<file path="src/pkg/acc_xfer_pkg.sv">
// Constants and types shared by the accumulator transfer execute logic
package acc_xfer_pkg;

  // ----------------------------------------------------------------
  // Widths
  // ----------------------------------------------------------------
  localparam int NIB_W   = 4;
  localparam int INSN_W  = 10;
  localparam int PTR_W   = 3;
  localparam int WIDE_W  = 8;
  localparam int REGA_W  = 3;

  // ----------------------------------------------------------------
  // Instruction words
  // ----------------------------------------------------------------
  localparam logic [9:0] OPC_COPY_SECOND = 10'h00E;
  localparam logic [9:0] OPC_COPY_PTR    = 10'h029;
  localparam logic [9:0] OPC_LOAD_WIDE   = 10'h01A;
  localparam logic [9:0] OPC_LOAD_IRQ1   = 10'h217;
  localparam logic [9:0] OPC_LOAD_WK0    = 10'h21B;
  localparam logic [9:0] OPC_LOAD_WK1    = 10'h214;
  localparam logic [9:0] OPC_LOAD_WK2    = 10'h215;
  localparam logic [5:0] OPC_STORE_HI    = 6'h2B;
  localparam int         STORE_IMM_LSB   = 0;

  // ----------------------------------------------------------------
  // Timing
  // ----------------------------------------------------------------
  localparam int INSN_CYCLES = 1;

  // ----------------------------------------------------------------
  // Reset values
  // ----------------------------------------------------------------
  localparam logic [3:0] RST_NIB  = 4'h0;
  localparam logic [2:0] RST_PTR  = 3'h0;
  localparam logic [7:0] RST_WIDE = 8'h00;

  // ----------------------------------------------------------------
  // Register port indices
  // ----------------------------------------------------------------
  localparam logic [2:0] RA_SECOND  = 3'h0;
  localparam logic [2:0] RA_PTR     = 3'h1;
  localparam logic [2:0] RA_WIDE_LO = 3'h2;
  localparam logic [2:0] RA_WIDE_HI = 3'h3;
  localparam logic [2:0] RA_IRQ1    = 3'h4;
  localparam logic [2:0] RA_WK0     = 3'h5;
  localparam logic [2:0] RA_WK1     = 3'h6;
  localparam logic [2:0] RA_WK2     = 3'h7;

  // ----------------------------------------------------------------
  // Decoded operation, one-hot
  // ----------------------------------------------------------------
  typedef enum logic [8:0] {
    OP_NONE   = 9'h001,
    OP_SECOND = 9'h002,
    OP_PTR    = 9'h004,
    OP_WIDE   = 9'h008,
    OP_IRQ1   = 9'h010,
    OP_WK0    = 9'h020,
    OP_WK1    = 9'h040,
    OP_WK2    = 9'h080,
    OP_STORE  = 9'h100
  } xfer_op_t;

endpackage

</file>
<file path="src/pkg/xfer_decode_if.sv">
// Decoded instruction carried from the decoder to the execute logic
`timescale 1ns/100ps
interface xfer_decode_if;
  import acc_xfer_pkg::*;

  logic [9:0] insn;
  logic       valid;
  xfer_op_t   op;
  logic [3:0] imm;

  modport decoder (input insn, input valid, output op, output imm);
  modport exec    (output insn, output valid, input op, input imm);
endinterface

</file>
<file path="src/hdl/xfer_decoder.sv">
// Opcode decoder for the accumulator-source transfer group
`timescale 1ns/100ps
module xfer_decoder
  import acc_xfer_pkg::*;
(
  xfer_decode_if.decoder dec
);

  function automatic logic is_op(input logic [9:0] w, input logic [9:0] opc);
    is_op = (w == opc);
  endfunction

  always_comb begin
    dec.imm = dec.insn[STORE_IMM_LSB +: 4];
    dec.op  = OP_NONE;
    if (dec.valid) begin
      if (is_op(dec.insn, OPC_COPY_SECOND)) begin
        dec.op = OP_SECOND;
      end else if (is_op(dec.insn, OPC_COPY_PTR)) begin
        dec.op = OP_PTR;
      end else if (is_op(dec.insn, OPC_LOAD_WIDE)) begin
        dec.op = OP_WIDE;
      end else if (is_op(dec.insn, OPC_LOAD_IRQ1)) begin
        dec.op = OP_IRQ1;
      end else if (is_op(dec.insn, OPC_LOAD_WK0)) begin
        dec.op = OP_WK0;
      end else if (is_op(dec.insn, OPC_LOAD_WK1)) begin
        dec.op = OP_WK1;
      end else if (is_op(dec.insn, OPC_LOAD_WK2)) begin
        dec.op = OP_WK2;
      end else if (dec.insn[9:4] == OPC_STORE_HI) begin
        dec.op = OP_STORE;
      end
    end
  end

endmodule

</file>
<file path="src/hdl/accumulator_transfer_ops.sv">
// Execute logic for the accumulator-source transfer instructions
// Overview of operation
// [RULE1] Copy-to-second-register copies the accumulator into the second work register in one cycle.
// [RULE2] Copy-to-pointer loads only accumulator bits 2..0 into the 3-bit pointer register.
// [RULE3] Load-wide-pair puts the second register in the high nibble and the accumulator in the low nibble of E.
// [RULE4] Load-interrupt-control copies the accumulator into interrupt control register one in one cycle.
// [RULE5] First wakeup load copies the accumulator into the first key-on wakeup control register.
// [RULE6] Second wakeup load copies the accumulator into the second key-on wakeup control register.
// [RULE7] Third wakeup load copies the accumulator into the third key-on wakeup control register.
// [RULE8] Store-to-memory writes the accumulator to the nibble addressed by the data pointer.
// [RULE9] Store-to-memory also replaces X with X exclusive-or the immediate in the low opcode bits.
// [RULE10] None of these instructions touch carry, request a skip or change the accumulator.
//
// Design decisions made here: the register addresses and strobed register access.
`timescale 1ns/100ps
module accumulator_transfer_ops
  import acc_xfer_pkg::*;
#(
  parameter int DP_W = 6
)(
  input  wire logic            clk,
  input  wire logic            reset,
  input  wire logic            instr_valid,
  input  wire logic [9:0]      instr_word,
  input  wire logic [3:0]      acc_in,
  input  wire logic [3:0]      x_in,
  input  wire logic [DP_W-1:0] data_pointer,
  input  wire logic [2:0]      reg_addr,
  input  wire logic [3:0]      reg_wdata,
  input  wire logic            reg_wr,
  input  wire logic            reg_rd,
  output logic      [3:0]      reg_rdata,
  output logic      [3:0]      second_reg,
  output logic      [2:0]      ptr_reg,
  output logic      [7:0]      wide_reg,
  output logic      [3:0]      irq_control_one,
  output logic      [3:0]      wakeup_ctrl_first,
  output logic      [3:0]      wakeup_ctrl_second,
  output logic      [3:0]      wakeup_ctrl_third,
  output logic                 mem_we,
  output logic      [DP_W-1:0] mem_addr,
  output logic      [3:0]      mem_wdata,
  output logic                 x_we,
  output logic      [3:0]      x_wdata,
  output logic                 acc_we,
  output logic                 carry_we,
  output logic                 skip_req
);

  // ----------------------------------------------------------------
  // Decode
  // ----------------------------------------------------------------
  xfer_decode_if dec_bus ();

  assign dec_bus.insn  = instr_word;
  assign dec_bus.valid = instr_valid;

  xfer_decoder u_decoder (
    .dec (dec_bus.decoder)
  );

  xfer_op_t   op;
  logic [3:0] imm;

  assign op  = dec_bus.op;
  assign imm = dec_bus.imm;

  // ----------------------------------------------------------------
  // Register state
  // ----------------------------------------------------------------
  logic [3:0]      second_reg_reg, second_reg_next;
  logic [2:0]      ptr_reg_reg,    ptr_reg_next;
  logic [7:0]      wide_reg_reg,   wide_reg_next;
  logic [3:0]      irq1_reg,       irq1_next;
  logic [3:0]      wk0_reg,        wk0_next;
  logic [3:0]      wk1_reg,        wk1_next;
  logic [3:0]      wk2_reg,        wk2_next;

  // Software write to a register index, whatever the instruction; the case below overrides it
  function automatic logic sw_hit(input logic wr, input logic [2:0] a, input logic [2:0] idx);
    sw_hit = wr && (a == idx);
  endfunction

  always_comb begin
    second_reg_next = second_reg_reg;
    ptr_reg_next    = ptr_reg_reg;
    wide_reg_next   = wide_reg_reg;
    irq1_next       = irq1_reg;
    wk0_next        = wk0_reg;
    wk1_next        = wk1_reg;
    wk2_next        = wk2_reg;
    // Port writes first so that an instruction in the same cycle wins
    if (sw_hit(reg_wr, reg_addr, RA_SECOND)) begin
      second_reg_next = reg_wdata;
    end
    if (sw_hit(reg_wr, reg_addr, RA_PTR)) begin
      ptr_reg_next = reg_wdata[PTR_W-1:0];
    end
    if (sw_hit(reg_wr, reg_addr, RA_WIDE_LO)) begin
      wide_reg_next[3:0] = reg_wdata;
    end
    if (sw_hit(reg_wr, reg_addr, RA_WIDE_HI)) begin
      wide_reg_next[7:4] = reg_wdata;
    end
    if (sw_hit(reg_wr, reg_addr, RA_IRQ1)) begin
      irq1_next = reg_wdata;
    end
    if (sw_hit(reg_wr, reg_addr, RA_WK0)) begin
      wk0_next = reg_wdata;
    end
    if (sw_hit(reg_wr, reg_addr, RA_WK1)) begin
      wk1_next = reg_wdata;
    end
    if (sw_hit(reg_wr, reg_addr, RA_WK2)) begin
      wk2_next = reg_wdata;
    end
    case (op)
      // [RULE1] second register load
      OP_SECOND: begin
        second_reg_next = acc_in;
      end
      // [RULE2] low three bits only
      OP_PTR: begin
        ptr_reg_next = acc_in[PTR_W-1:0];
      end
      // [RULE3] second register high, accumulator low
      OP_WIDE: begin
        wide_reg_next = {second_reg_reg, acc_in};
      end
      // [RULE4] interrupt control load
      OP_IRQ1: begin
        irq1_next = acc_in;
      end
      // [RULE5] first wakeup load
      OP_WK0: begin
        wk0_next = acc_in;
      end
      // [RULE6] second wakeup load
      OP_WK1: begin
        wk1_next = acc_in;
      end
      // [RULE7] third wakeup load
      OP_WK2: begin
        wk2_next = acc_in;
      end
      default: begin
      end
    endcase
  end

  always_ff @(posedge clk) begin
    if (reset) begin
      second_reg_reg <= RST_NIB;
      ptr_reg_reg    <= RST_PTR;
      wide_reg_reg   <= RST_WIDE;
      irq1_reg       <= RST_NIB;
      wk0_reg        <= RST_NIB;
      wk1_reg        <= RST_NIB;
      wk2_reg        <= RST_NIB;
    end else begin
      second_reg_reg <= second_reg_next;
      ptr_reg_reg    <= ptr_reg_next;
      wide_reg_reg   <= wide_reg_next;
      irq1_reg       <= irq1_next;
      wk0_reg        <= wk0_next;
      wk1_reg        <= wk1_next;
      wk2_reg        <= wk2_next;
    end
  end

  assign second_reg         = second_reg_reg;
  assign ptr_reg            = ptr_reg_reg;
  assign wide_reg           = wide_reg_reg;
  assign irq_control_one    = irq1_reg;
  assign wakeup_ctrl_first  = wk0_reg;
  assign wakeup_ctrl_second = wk1_reg;
  assign wakeup_ctrl_third  = wk2_reg;

  // ----------------------------------------------------------------
  // Memory store and X update
  // ----------------------------------------------------------------
  logic            mem_we_reg,    mem_we_next;
  logic [DP_W-1:0] mem_addr_reg,  mem_addr_next;
  logic [3:0]      mem_wdata_reg, mem_wdata_next;
  logic            x_we_reg,      x_we_next;
  logic [3:0]      x_wdata_reg,   x_wdata_next;

  always_comb begin
    mem_we_next    = 1'b0;
    mem_addr_next  = mem_addr_reg;
    mem_wdata_next = mem_wdata_reg;
    x_we_next      = 1'b0;
    x_wdata_next   = x_wdata_reg;
    if (op == OP_STORE) begin
      // [RULE8] accumulator to memory at data pointer
      mem_we_next    = 1'b1;
      mem_addr_next  = data_pointer;
      mem_wdata_next = acc_in;
      // [RULE9] X takes X xor immediate
      x_we_next      = 1'b1;
      x_wdata_next   = x_in ^ imm;
    end
  end

  always_ff @(posedge clk) begin
    if (reset) begin
      mem_we_reg    <= 1'b0;
      mem_addr_reg  <= '0;
      mem_wdata_reg <= RST_NIB;
      x_we_reg      <= 1'b0;
      x_wdata_reg   <= RST_NIB;
    end else begin
      mem_we_reg    <= mem_we_next;
      mem_addr_reg  <= mem_addr_next;
      mem_wdata_reg <= mem_wdata_next;
      x_we_reg      <= x_we_next;
      x_wdata_reg   <= x_wdata_next;
    end
  end

  assign mem_we    = mem_we_reg;
  assign mem_addr  = mem_addr_reg;
  assign mem_wdata = mem_wdata_reg;
  assign x_we      = x_we_reg;
  assign x_wdata   = x_wdata_reg;

  // ----------------------------------------------------------------
  // Side effects held off and register read port
  // ----------------------------------------------------------------
  logic       side_reg;
  logic [3:0] rdata_reg, rdata_next;

  always_comb begin
    rdata_next = 4'h0;
    if (reg_rd) begin
      case (reg_addr)
        RA_SECOND:  rdata_next = second_reg_reg;
        RA_PTR:     rdata_next = {1'b0, ptr_reg_reg};
        RA_WIDE_LO: rdata_next = wide_reg_reg[3:0];
        RA_WIDE_HI: rdata_next = wide_reg_reg[7:4];
        RA_IRQ1:    rdata_next = irq1_reg;
        RA_WK0:     rdata_next = wk0_reg;
        RA_WK1:     rdata_next = wk1_reg;
        RA_WK2:     rdata_next = wk2_reg;
        default:    rdata_next = 4'h0;
      endcase
    end
  end

  // [RULE10] no carry, skip or accumulator write from this group
  always_ff @(posedge clk) begin
    if (reset) begin
      side_reg  <= 1'b0;
      rdata_reg <= 4'h0;
    end else begin
      side_reg  <= 1'b0;
      rdata_reg <= rdata_next;
    end
  end

  assign acc_we    = side_reg;
  assign carry_we  = side_reg;
  assign skip_req  = side_reg;
  assign reg_rdata = rdata_reg;
endmodule

</file>
<file path="config.mk">
export PLATFORM = sky130hd
export DESIGN_NAME = accumulator_transfer_ops
export DESIGN_NICKNAME = d
export VERILOG_FILES = /design/src/pkg/acc_xfer_pkg.sv /design/src/pkg/xfer_decode_if.sv /design/src/hdl/xfer_decoder.sv /design/src/hdl/accumulator_transfer_ops.sv
export SDC_FILE = /design/constraint.sdc
export NUM_CORES = 1
export LEC_CHECK = 0
export ABC_AREA = 1
export BUFFER_PORTS_ARGS = -buffer_cell sky130_fd_sc_hd__buf_2
export CAP_MARGIN = 10
export CORE_ASPECT_RATIO = 2
export CORE_UTILIZATION = 35
export DETAILED_ROUTE_END_ITERATION = 10
export SETUP_SLACK_MARGIN = 0.15
export SYNTH_ARGS = -nofsm -noshare
export SYNTH_HDL_FRONTEND = slang
export SYNTH_SLANG_ARGS = --single-unit
</file>
<file path="constraint.sdc">
create_clock -name clk -period 1.1 [get_ports clk]
set_clock_uncertainty 0.05 [all_clocks]
set_input_delay 0.11 -clock clk [delete_from_list [all_inputs] [get_ports clk]]
set_output_delay 0.11 -clock clk [all_outputs]
set_load 0.05 [all_outputs]
</file>
==> results of run 1 <==
cell usage in the layout (no fill, tap or decap), drive strengths merged, types with 6 or more instances in the layout:
| cell | n |
|---|---|
| clkbuf | 10 |
| nand2 | 84 |
| nor2 | 103 |
| buf | 172 |
| inv | 63 |
| nand4 | 17 |
| nor3 | 6 |
| nand3 | 61 |
| a31oi | 6 |
| dfxtp | 50 |
| o21ai | 32 |
| a21oi | 19 |
worst max-delay path, delay by kind of cell:
family,cells,cell delay (ns)
simple gates,3,0.46
compound gates,2,0.18
buf+inv,4,0.45
cell usage after synthesis, drive strengths merged:
library cell	n	area share, %
a21oi	19	3.2
a31oi	6	1.3
inv	64	8.1
a211oi	1	0.25
buf	14	3.3
dfxtp	50	33
conb	1	0.13
o21ai	32	5.4
clkbuf	3	0.38
nand4	16	4.6
nor3b	1	0.25
nand2	84	11
xnor2	4	1.2
nor3	6	2.5
nand3	61	10
nor2	103	15
layer usage:
| metal | part of all wire, % | global-route usage [%] |
|---|---|---|
| met5 | 0 | 0 |
| met4 | 7.1 | 16.7 |
| met1 | 33 | 26.7 |
| met2 | 56 | 48.1 |
| met3 | 3.9 | 3.71 |
cell families (layout without fill, tap and decap cells):
logic type	after synthesis	in the layout	share of synthesized area, %
XOR/XNOR	4	4	1.17
other	1	3	0.125
AND/OR/NAND/NOR	271	272	43.3
buffers and inverters	81	254	11.8
flip-flops	50	50	33.5
AO/OA/AOI/OAI	58	58	10.0
power by group through the flow:
stage	Sequential (mW)	Clock, mW	Combinational, mW
final	1.83	1.58	1.11
after global routing	1.84	1.70	1.17
after CTS	1.84	1.60	0.972
after detailed placement	1.90	0	0.790
after global placement	1.90	0	0.782
after floorplan	2.01	0	0.365
through the flow:
stage                     total power, mW  instance area [sq um]  util (%)  setup TNS, ns  std cells
after detailed placement             2.69                   4060      48.9         -12.19        682
final                                4.52                   5960      71.9              0        739
after CTS                            4.41                   5290      63.8              0        723
after global routing                 4.71                   5960      71.9              0        739
after global placement               2.68                   4060      48.9         -11.37        682
after floorplan                      2.37                   3260         -              0        467
worst max-delay path by stage:
stage / cells past startpoint / endpoint / slack [ns] / startpoint
final: 9 / x_wdata[3] / 0.07 / instr_word[6]
after global routing: 10 / wakeup_ctrl_third[0] / 0.01 / instr_word[5]
after global placement: 9 / wide_reg[1] / -0.30 / instr_word[6]
after detailed placement: 10 / wide_reg[2] / -0.33 / instr_word[0]
after floorplan: 3 / reg_rdata[0] / 0.04 / ptr_reg[0]
after CTS: 10 / x_wdata[3] / 0.08 / instr_word[9]
repair_timing:
| item | CTS | global route |
|---|---|---|
| cloned | 4 | 2 |
| hold buffers | 5 | 0 |
| buffers inserted | 24 | 14 |
| resized for setup | 222 | 143 |
| endpoints found under the setup margin | 99 | 100 |
| hold endpoints to repair | 5 | 0 |
| pin swaps | 36 | 48 |
layout make-up:
class,count,share of cell area [%]
Multi-Input combinational cell,337,38.2
Clock buffer,5,2.10
Tap cell,98,2.06
Inverter,64,5.08
Clock inverter,3,0.273
Sequential cell,50,18.8
Timing Repair Buffer,182,33.5
==> results.yml, run 1 <==
detailed_routing:
  final_antenna_net_count: 0
  routed_wl_mm: 12.5
  vias_per_cell: 5.22
  vias: 3861
  drt_iter0_markers: 277
  drcViolationCount: 0
  wl_per_cell_um: 16.9
  drt_pass1_iterations: 5
sta:
  fin_ws_ns: 0.0656
  holdWs_ns: 0.00294
  max_freq_mhz: 967
  setup_viol_count_final: 0
  hold_violations: 0
  slew_viol_final: 0
  rsz0062_at_grt: "true"
  min_period_ns: 1.03
  finalCritPeriodShare_pct: 94.0
global_route:
  overflow: 0
  antenna_found_initial: 0
  grt_first_pass_wirelength_mm: 17.7
  grt_usage_pct: 26.5
  grt_pass1_vias: 3672
  grt_start_max_net_pins: 18
clock_network:
  numCtsBuffers: 5
  cts_buffer_depth: 2
  root_buffer: "clkbuf_16"
  cts_tree: "yes"
  cts.sinks: 50
  clkLatencyLatePin_ns: 0.30
  h-tree-depth: 2
  clk_pin_slew_worst_paths_ns: 0.07
logic_synthesis:
  synth_seq_cells: 50
  ys_types: 30
  ys_warn_count: 0
  seq_area_frac_synth_pct: 33.5
  synthesis.area_sq_um: 2990
  avgSynthCellArea_sq_um: 6.43
  syn_inst: 465
pwr:
  power_leakage_nw: 2.67
  cellInternalPower_mw: 3.10
  switchingPower_mw: 1.42
  swShare_pct: 31.4
  clkPwrFrac_pct: 34.9
  share_comb_of_total_power_pct: 24.6
  power_density_nw_per_um2: 758
  seq_power_share_pct: 40.5
  peakVddDrop_mv: 0.671
worst_setup_path:
  crit_path_max_fanout: 6
  r2r_start: "wakeup_ctrl_third[1]"
  timing.critical_path.to_type: "flip-flop"
  reg2reg_slack_ns: 0.15
  required_ns: 1.28
  reg2reg_depth: 4
  path_cells: "buf_12, nor2_4, nand4_1, nor2_4, buf_6, buf_6, buf_12, o21ai_2, a21oi_1"
  critPathArrivalTime_ns: 1.21
  critPathSlowestCell: "nand4_1"
  start_kind: "input pin"
  r2r-end: "reg_rdata[1]"
  path_class: "input pin to flip-flop"
  crit_path_max_incr_delay_ns: 0.19
die:
  die-height_um: 133
  core-area_sq_um: 8290
  num_rows: 47
  initial_core_util_pct: 36.0
  die_area_sq_um: 8940
  io_pins: 90
  fp.dieW_um: 67.3
cells_and_area:
  largest_register_ffs: 8
  nFillCells: 606
  syn_to_final_growth_pct: 99.5
  final_layout_size_suffix_gt1_share_pct: 59.8
  multi_input_area_sq_um: 2280
  final-seq-area_sq_um: 1120
  final_nets: 676
  n_antenna_cell: 0
min_path:
  whs_endpoint: "mem_addr[0]"
  min_path_cells: 3
  hold_start: "data_pointer[0]"
  hp-class: "input pin to flip-flop"
placed_design:
  hpwl_mm: 8.00
  numPortBuffers: 86
  gp_congestion: 0.881
  dp_slack_ns: -0.331
run_status:
  run_status: "complete, no violations"
flow_run:
  drv.max_cap_violation_count: 0
Note: power is estimated with default switching activity, not from simulation.
==> inputs of run 2 (changes only) <==
CORE_UTILIZATION = 50   (was 35)
PLACE_DENSITY = 0.78   (was unset)
clock period = 1 ns   (was 1.1 ns; I/O delays follow)
==> run 2 against run 1 <==
Compared with the run above:
- the flow now stops in clock tree synthesis (4_1_cts)
- area after synthesis did not move
- synthesized cell count did not move
==> results.yml, run 2 <==
run_status:
  run_status: "stopped before the end"
  lastStage: "clock tree synthesis (4_1_cts)"
  firstError: "[ERROR DPL-0033] detailed placement checks failed during check placement."
logic_synthesis:
  synthesis.area_sq_um: 2990
  synth-adder-area-share_pct: 0
  ys_types: 30
  synthTopCellsByCount: "nor2_1, nand2_1, nand3_1, inv_1, dfxtp_1"
  synth_area_leaders: "dfxtp_1, nor2_1, nand2_1, nand3_1, inv_1"
  synth_ff_type: "dfxtp_1"
  synth_xor_area_share_pct: 1.17
  syn_inst: 465
  muxShareOfSynthArea_pct: 0
  synth_edf_count: 0
  avgSynthCellArea_sq_um: 6.43
  synth_top_area_share_pct: 33.5
  synth_top_family_by_area: "simple AND/OR/NAND/NOR gates"
  yosys.area_share.simple_pct: 43.3
  synth_seq_cells: 50
  synth_top_area_cell: "dfxtp_1"
  synthArstFlopShare_pct: 0
  post-synth-top-count-cell: "nor2_1"
  synth_compound_area_share_pct: 10.0
  ys_warn_count: 0
  seq_area_frac_synth_pct: 33.5
clock_network:
  cts.sinks: 50
  ctsHoldBuffers: 6
  cts_buffer_depth: 2
  cts_setup_buffers: 24
  numCtsBuffers: 5
  h-tree-depth: 2
  root_buffer: "clkbuf_16"
  cts.repair.resized: 330
die:
  initial_core_util_pct: 51.9
  fp.dieW_um: 56.7
  die-height_um: 111
  io_pins: 90
  num_rows: 39
placed_design:
  gp_congestion: 0.983
  dp_slack_ns: -0.455
  hpwl_mm: 7.62
  numPortBuffers: 86
run 2: cell counts after synthesis:
Identical to the previous run, type by type.
run 2: stage by stage:
step / cells / area, sq um / hold slack, ns
after floorplan: 467 / 3340 / 0.110
after global placement: 649 / 4150 / 0.270
after detailed placement: 649 / 4150 / 0.286
run 2: cell families after synthesis:
logic type,after synthesis
other,1
XOR/XNOR,4
AND/OR/NAND/NOR,271
buffers and inverters,81
AO/OA/AOI/OAI,58
flip-flops,50
==> inputs of run 3 (changes only) <==
CORE_ASPECT_RATIO = unset   (was 2)
CORE_UTILIZATION = 35   (was 50)
PLACE_DENSITY = unset   (was 0.78)
PLACE_DENSITY_LB_ADDON = 0.15   (was unset)
SETUP_SLACK_MARGIN = unset   (was 0.15)
==> run 3 against run 2 <==
Compared with the run above:
- the flow now finishes, with violations (negative setup slack)
==> results.yml, run 3 (same netlist as run 1, synthesis figures left out) <==
run_status:
  run_status: "finished with violations"
  violations: "negative setup slack"
sta:
  setup_viol_count_final: 4
  finalCritPeriodShare_pct: 111
  min_period_ns: 1.11
  hold_violations: 0
  slew_viol_final: 0
  fin_ws_ns: -0.106
  rsz0062_at_grt: "true"
  max_freq_mhz: 904
placed_design:
  hpwl_mm: 7.67
  numPortBuffers: 86
  gp_congestion: 0.953
  place_area_sq_um: 4040
  placedCellCount: 688
worst_setup_path:
  required_ns: 0.85
  reg2reg_slack_ns: 0.03
  timing.critical_path.to_type: "output pin"
  start_kind: "flip-flop"
  crit_path_max_fanout: 2
  reg2reg_depth: 3
  r2r-end: "reg_rdata[2]"
  r2r_start: "wakeup_ctrl_first[2]"
  path_class: "flip-flop to output pin"
  critPathArrivalTime_ns: 0.96
  startpoint: "wide_reg[0]"
die:
  num_rows: 33
  initial_core_util_pct: 36.2
  io_pins: 90
  die_area_sq_um: 8910
  fp.dieW_um: 94.4
  die-height_um: 94.4
  core-area_sq_um: 8260
clock_network:
  clk_pin_slew_worst_paths_ns: 0.09
  numCtsBuffers: 5
  clkLatencyLatePin_ns: 0.32
  root_buffer: "clkbuf_8"
  cts_buffer_depth: 2
  h-tree-depth: 2
  cts_tree: "yes"
  cts.sinks: 50
cells_and_area:
  final_layout_size_suffix_gt1_share_pct: 52.2
  mostFrequentLayoutCell: "nor2_1"
  final_area_sq_um: 5420
  final-seq-area_sq_um: 1110
  fin_cells: 732
  syn_to_final_growth_pct: 81.3
  final_cell_mix: "nor2_1, nand2_1, buf_4"
  final_nets: 663
  multi_input_area_sq_um: 2090
  largest_register_ffs: 8
  n_antenna_cell: 0
  nFillCells: 714
global_route:
  grt_usage_pct: 23.9
  overflow: 0
  antenna_found_initial: 0
  grt_first_pass_wirelength_mm: 16.2
  grt_start_max_net_pins: 17
  grt_pass1_vias: 3376
detailed_routing:
  drt_pass1_iterations: 5
  final_antenna_net_count: 0
  vias: 3672
  wl_per_cell_um: 14.8
  drt_iter0_markers: 159
  drcViolationCount: 0
  vias_per_cell: 5.02
  routed_wl_mm: 10.8
pwr:
  power_density_nw_per_um2: 798
  power_leakage_nw: 2.47
  peakVddDrop_mv: 0.523
min_path:
  whs_endpoint: "x_wdata[0]"
  hold_start: "x_in[0]"
  hp-class: "input pin to flip-flop"
  min_path_cells: 3
flow_run:
  drv.max_cap_violation_count: 0
[run 3: worst max-delay path by stage]
stage	to	slack, ns	depth (start not counted)
2_1_floorplan	wide_reg[5]	-0.05	9
3_3_place_gp	wide_reg[1]	-0.42	9
3_5_place_dp	wide_reg[5]	-0.46	9
4_1_cts	wide_reg[0]	-0.10	2
5_1_grt	wide_reg[0]	-0.12	2
6_report	wide_reg[0]	-0.11	2
[run 3: area by class of cell]
| type | instances | area share, % |
|---|---|---|
| inverters | 64 | 5.50 |
| well taps | 105 | 2.42 |
| clock buffers | 7 | 1.41 |
| repair buffers | 170 | 31.6 |
| flip-flops and latches | 50 | 20.5 |
| multi-input cells | 336 | 38.5 |
[run 3: worst max-delay path, cell delays in order, from the launching register on]
cell	delay, ns
dfxtp_4	0.37
buf_6	0.12
buf_8	0.14
[run 3: power breakdown]
| group | switching [mW] | internal, mW | total, mW | leakage [nW] |
|---|---|---|---|---|
| Clock | 0.700 | 0.484 | 1.18 | 0.0383 |
| Sequential | 0.0353 | 1.98 | 2.02 | 0.434 |
| Combinational | 0.653 | 0.474 | 1.13 | 2.00 |
[run 3: metrics by stage]
step | total power, mW | setup slack [ns] | setup TNS [ns] | utilization [%] | hold WS [ns]
after floorplan | 2.61 | -0.0524 | -0.885 | - | 0.112
after global placement | 2.95 | -0.422 | -14.91 | 48.9 | 0.271
after detailed placement | 2.96 | -0.460 | -15.93 | 48.9 | 0.277
after CTS | 4.18 | -0.102 | -0.181 | 56.0 | 0.0219
after global routing | 4.52 | -0.118 | -1.19 | 65.6 | 0.0200
final | 4.33 | -0.106 | -0.171 | 65.6 | 0.0159
[run 3: repair_timing]
| item | in CTS | in global routing |
|---|---|---|
| cloned | 0 | 1 |
| pin swaps | 5 | 49 |
| buffers inserted | 8 | 23 |
| hold endpoints to repair | 7 | 0 |
| resized for setup | 119 | 163 |
| hold buffers | 7 | 0 |
| endpoints found under the setup margin | 72 | 98 |
[run 3: metal layers]
| layer | share of wire (%) | global-route usage [%] | up-vias |
|---|---|---|---|
| li1 | - | - | 1822 |
| met1 | 43 | 29.9 | 1696 |
| met2 | 49 | 39.6 | 134 |
| met3 | 5.2 | 5.48 | 20 |
| met4 | 2.7 | 8.97 | 0 |
| met5 | 0 | 0 | - |
==> inputs of run 4 (changes only) <==
CORE_UTILIZATION = 52   (was 35)
SETUP_SLACK_MARGIN = 0.5   (was unset)
==> run 4 against run 3 <==
Compared with the run above:
- the flow now stops in clock tree synthesis (4_1_cts)
- area after synthesis stayed put
- synthesized cell count stayed put
==> results.yml, run 4 <==
clock_network:
  numCtsBuffers: 5
  cts_setup_buffers: 29
  cts.sinks: 50
  h-tree-depth: 2
  cts_buffer_depth: 2
  cts.repair.resized: 318
  root_buffer: "clkbuf_8"
logic_synthesis:
  synthesis.area_sq_um: 2990
  synthArstFlopShare_pct: 0
  ys_warn_count: 0
  syn_inst: 465
  synth_ff_type: "dfxtp_1"
  seq_area_frac_synth_pct: 33.5
  synth_top_area_share_pct: 33.5
  synth_area_leaders: "dfxtp_1, nor2_1, nand2_1, nand3_1, inv_1"
  post-synth-top-count-cell: "nor2_1"
  ys_types: 30
  synth_edf_count: 0
  avgSynthCellArea_sq_um: 6.43
  synthTopCellsByCount: "nor2_1, nand2_1, nand3_1, inv_1, dfxtp_1"
  synth_seq_cells: 50
  synth_top_area_cell: "dfxtp_1"
placed_design:
  hpwl_mm: 7.15
  place_area_sq_um: 4120
  numPortBuffers: 86
  gp_congestion: 0.930
  placedCellCount: 646
run_status:
  firstError: "[ERROR DPL-0038] Utilization greater than 100%, impossible to legalize"
  run_status: "stopped before the end"
  lastStage: "clock tree synthesis (4_1_cts)"
die:
  io_pins: 90
  die-height_um: 77.8
  num_rows: 27
  fp.dieW_um: 77.8
  initial_core_util_pct: 54.3
[run 4: cell counts after synthesis]
No cell type changed its count.
[run 4: kinds of logic after synthesis]
| logic type | synth area share [%] |
|---|---|
| AO/OA/AOI/OAI | 10.0 |
| other | 0.125 |
| XOR/XNOR | 1.17 |
| AND/OR/NAND/NOR | 43.3 |
| flip-flops | 33.5 |
| buffers and inverters | 11.8 |
[run 4: metrics by stage]
stage / worst slack, ns / util (%) / setup TNS (ns)
after detailed placement: -0.489 / 74.7 / -15.81
after global placement: -0.438 / 74.7 / -14.30
after floorplan: -0.0491 / - / -0.588
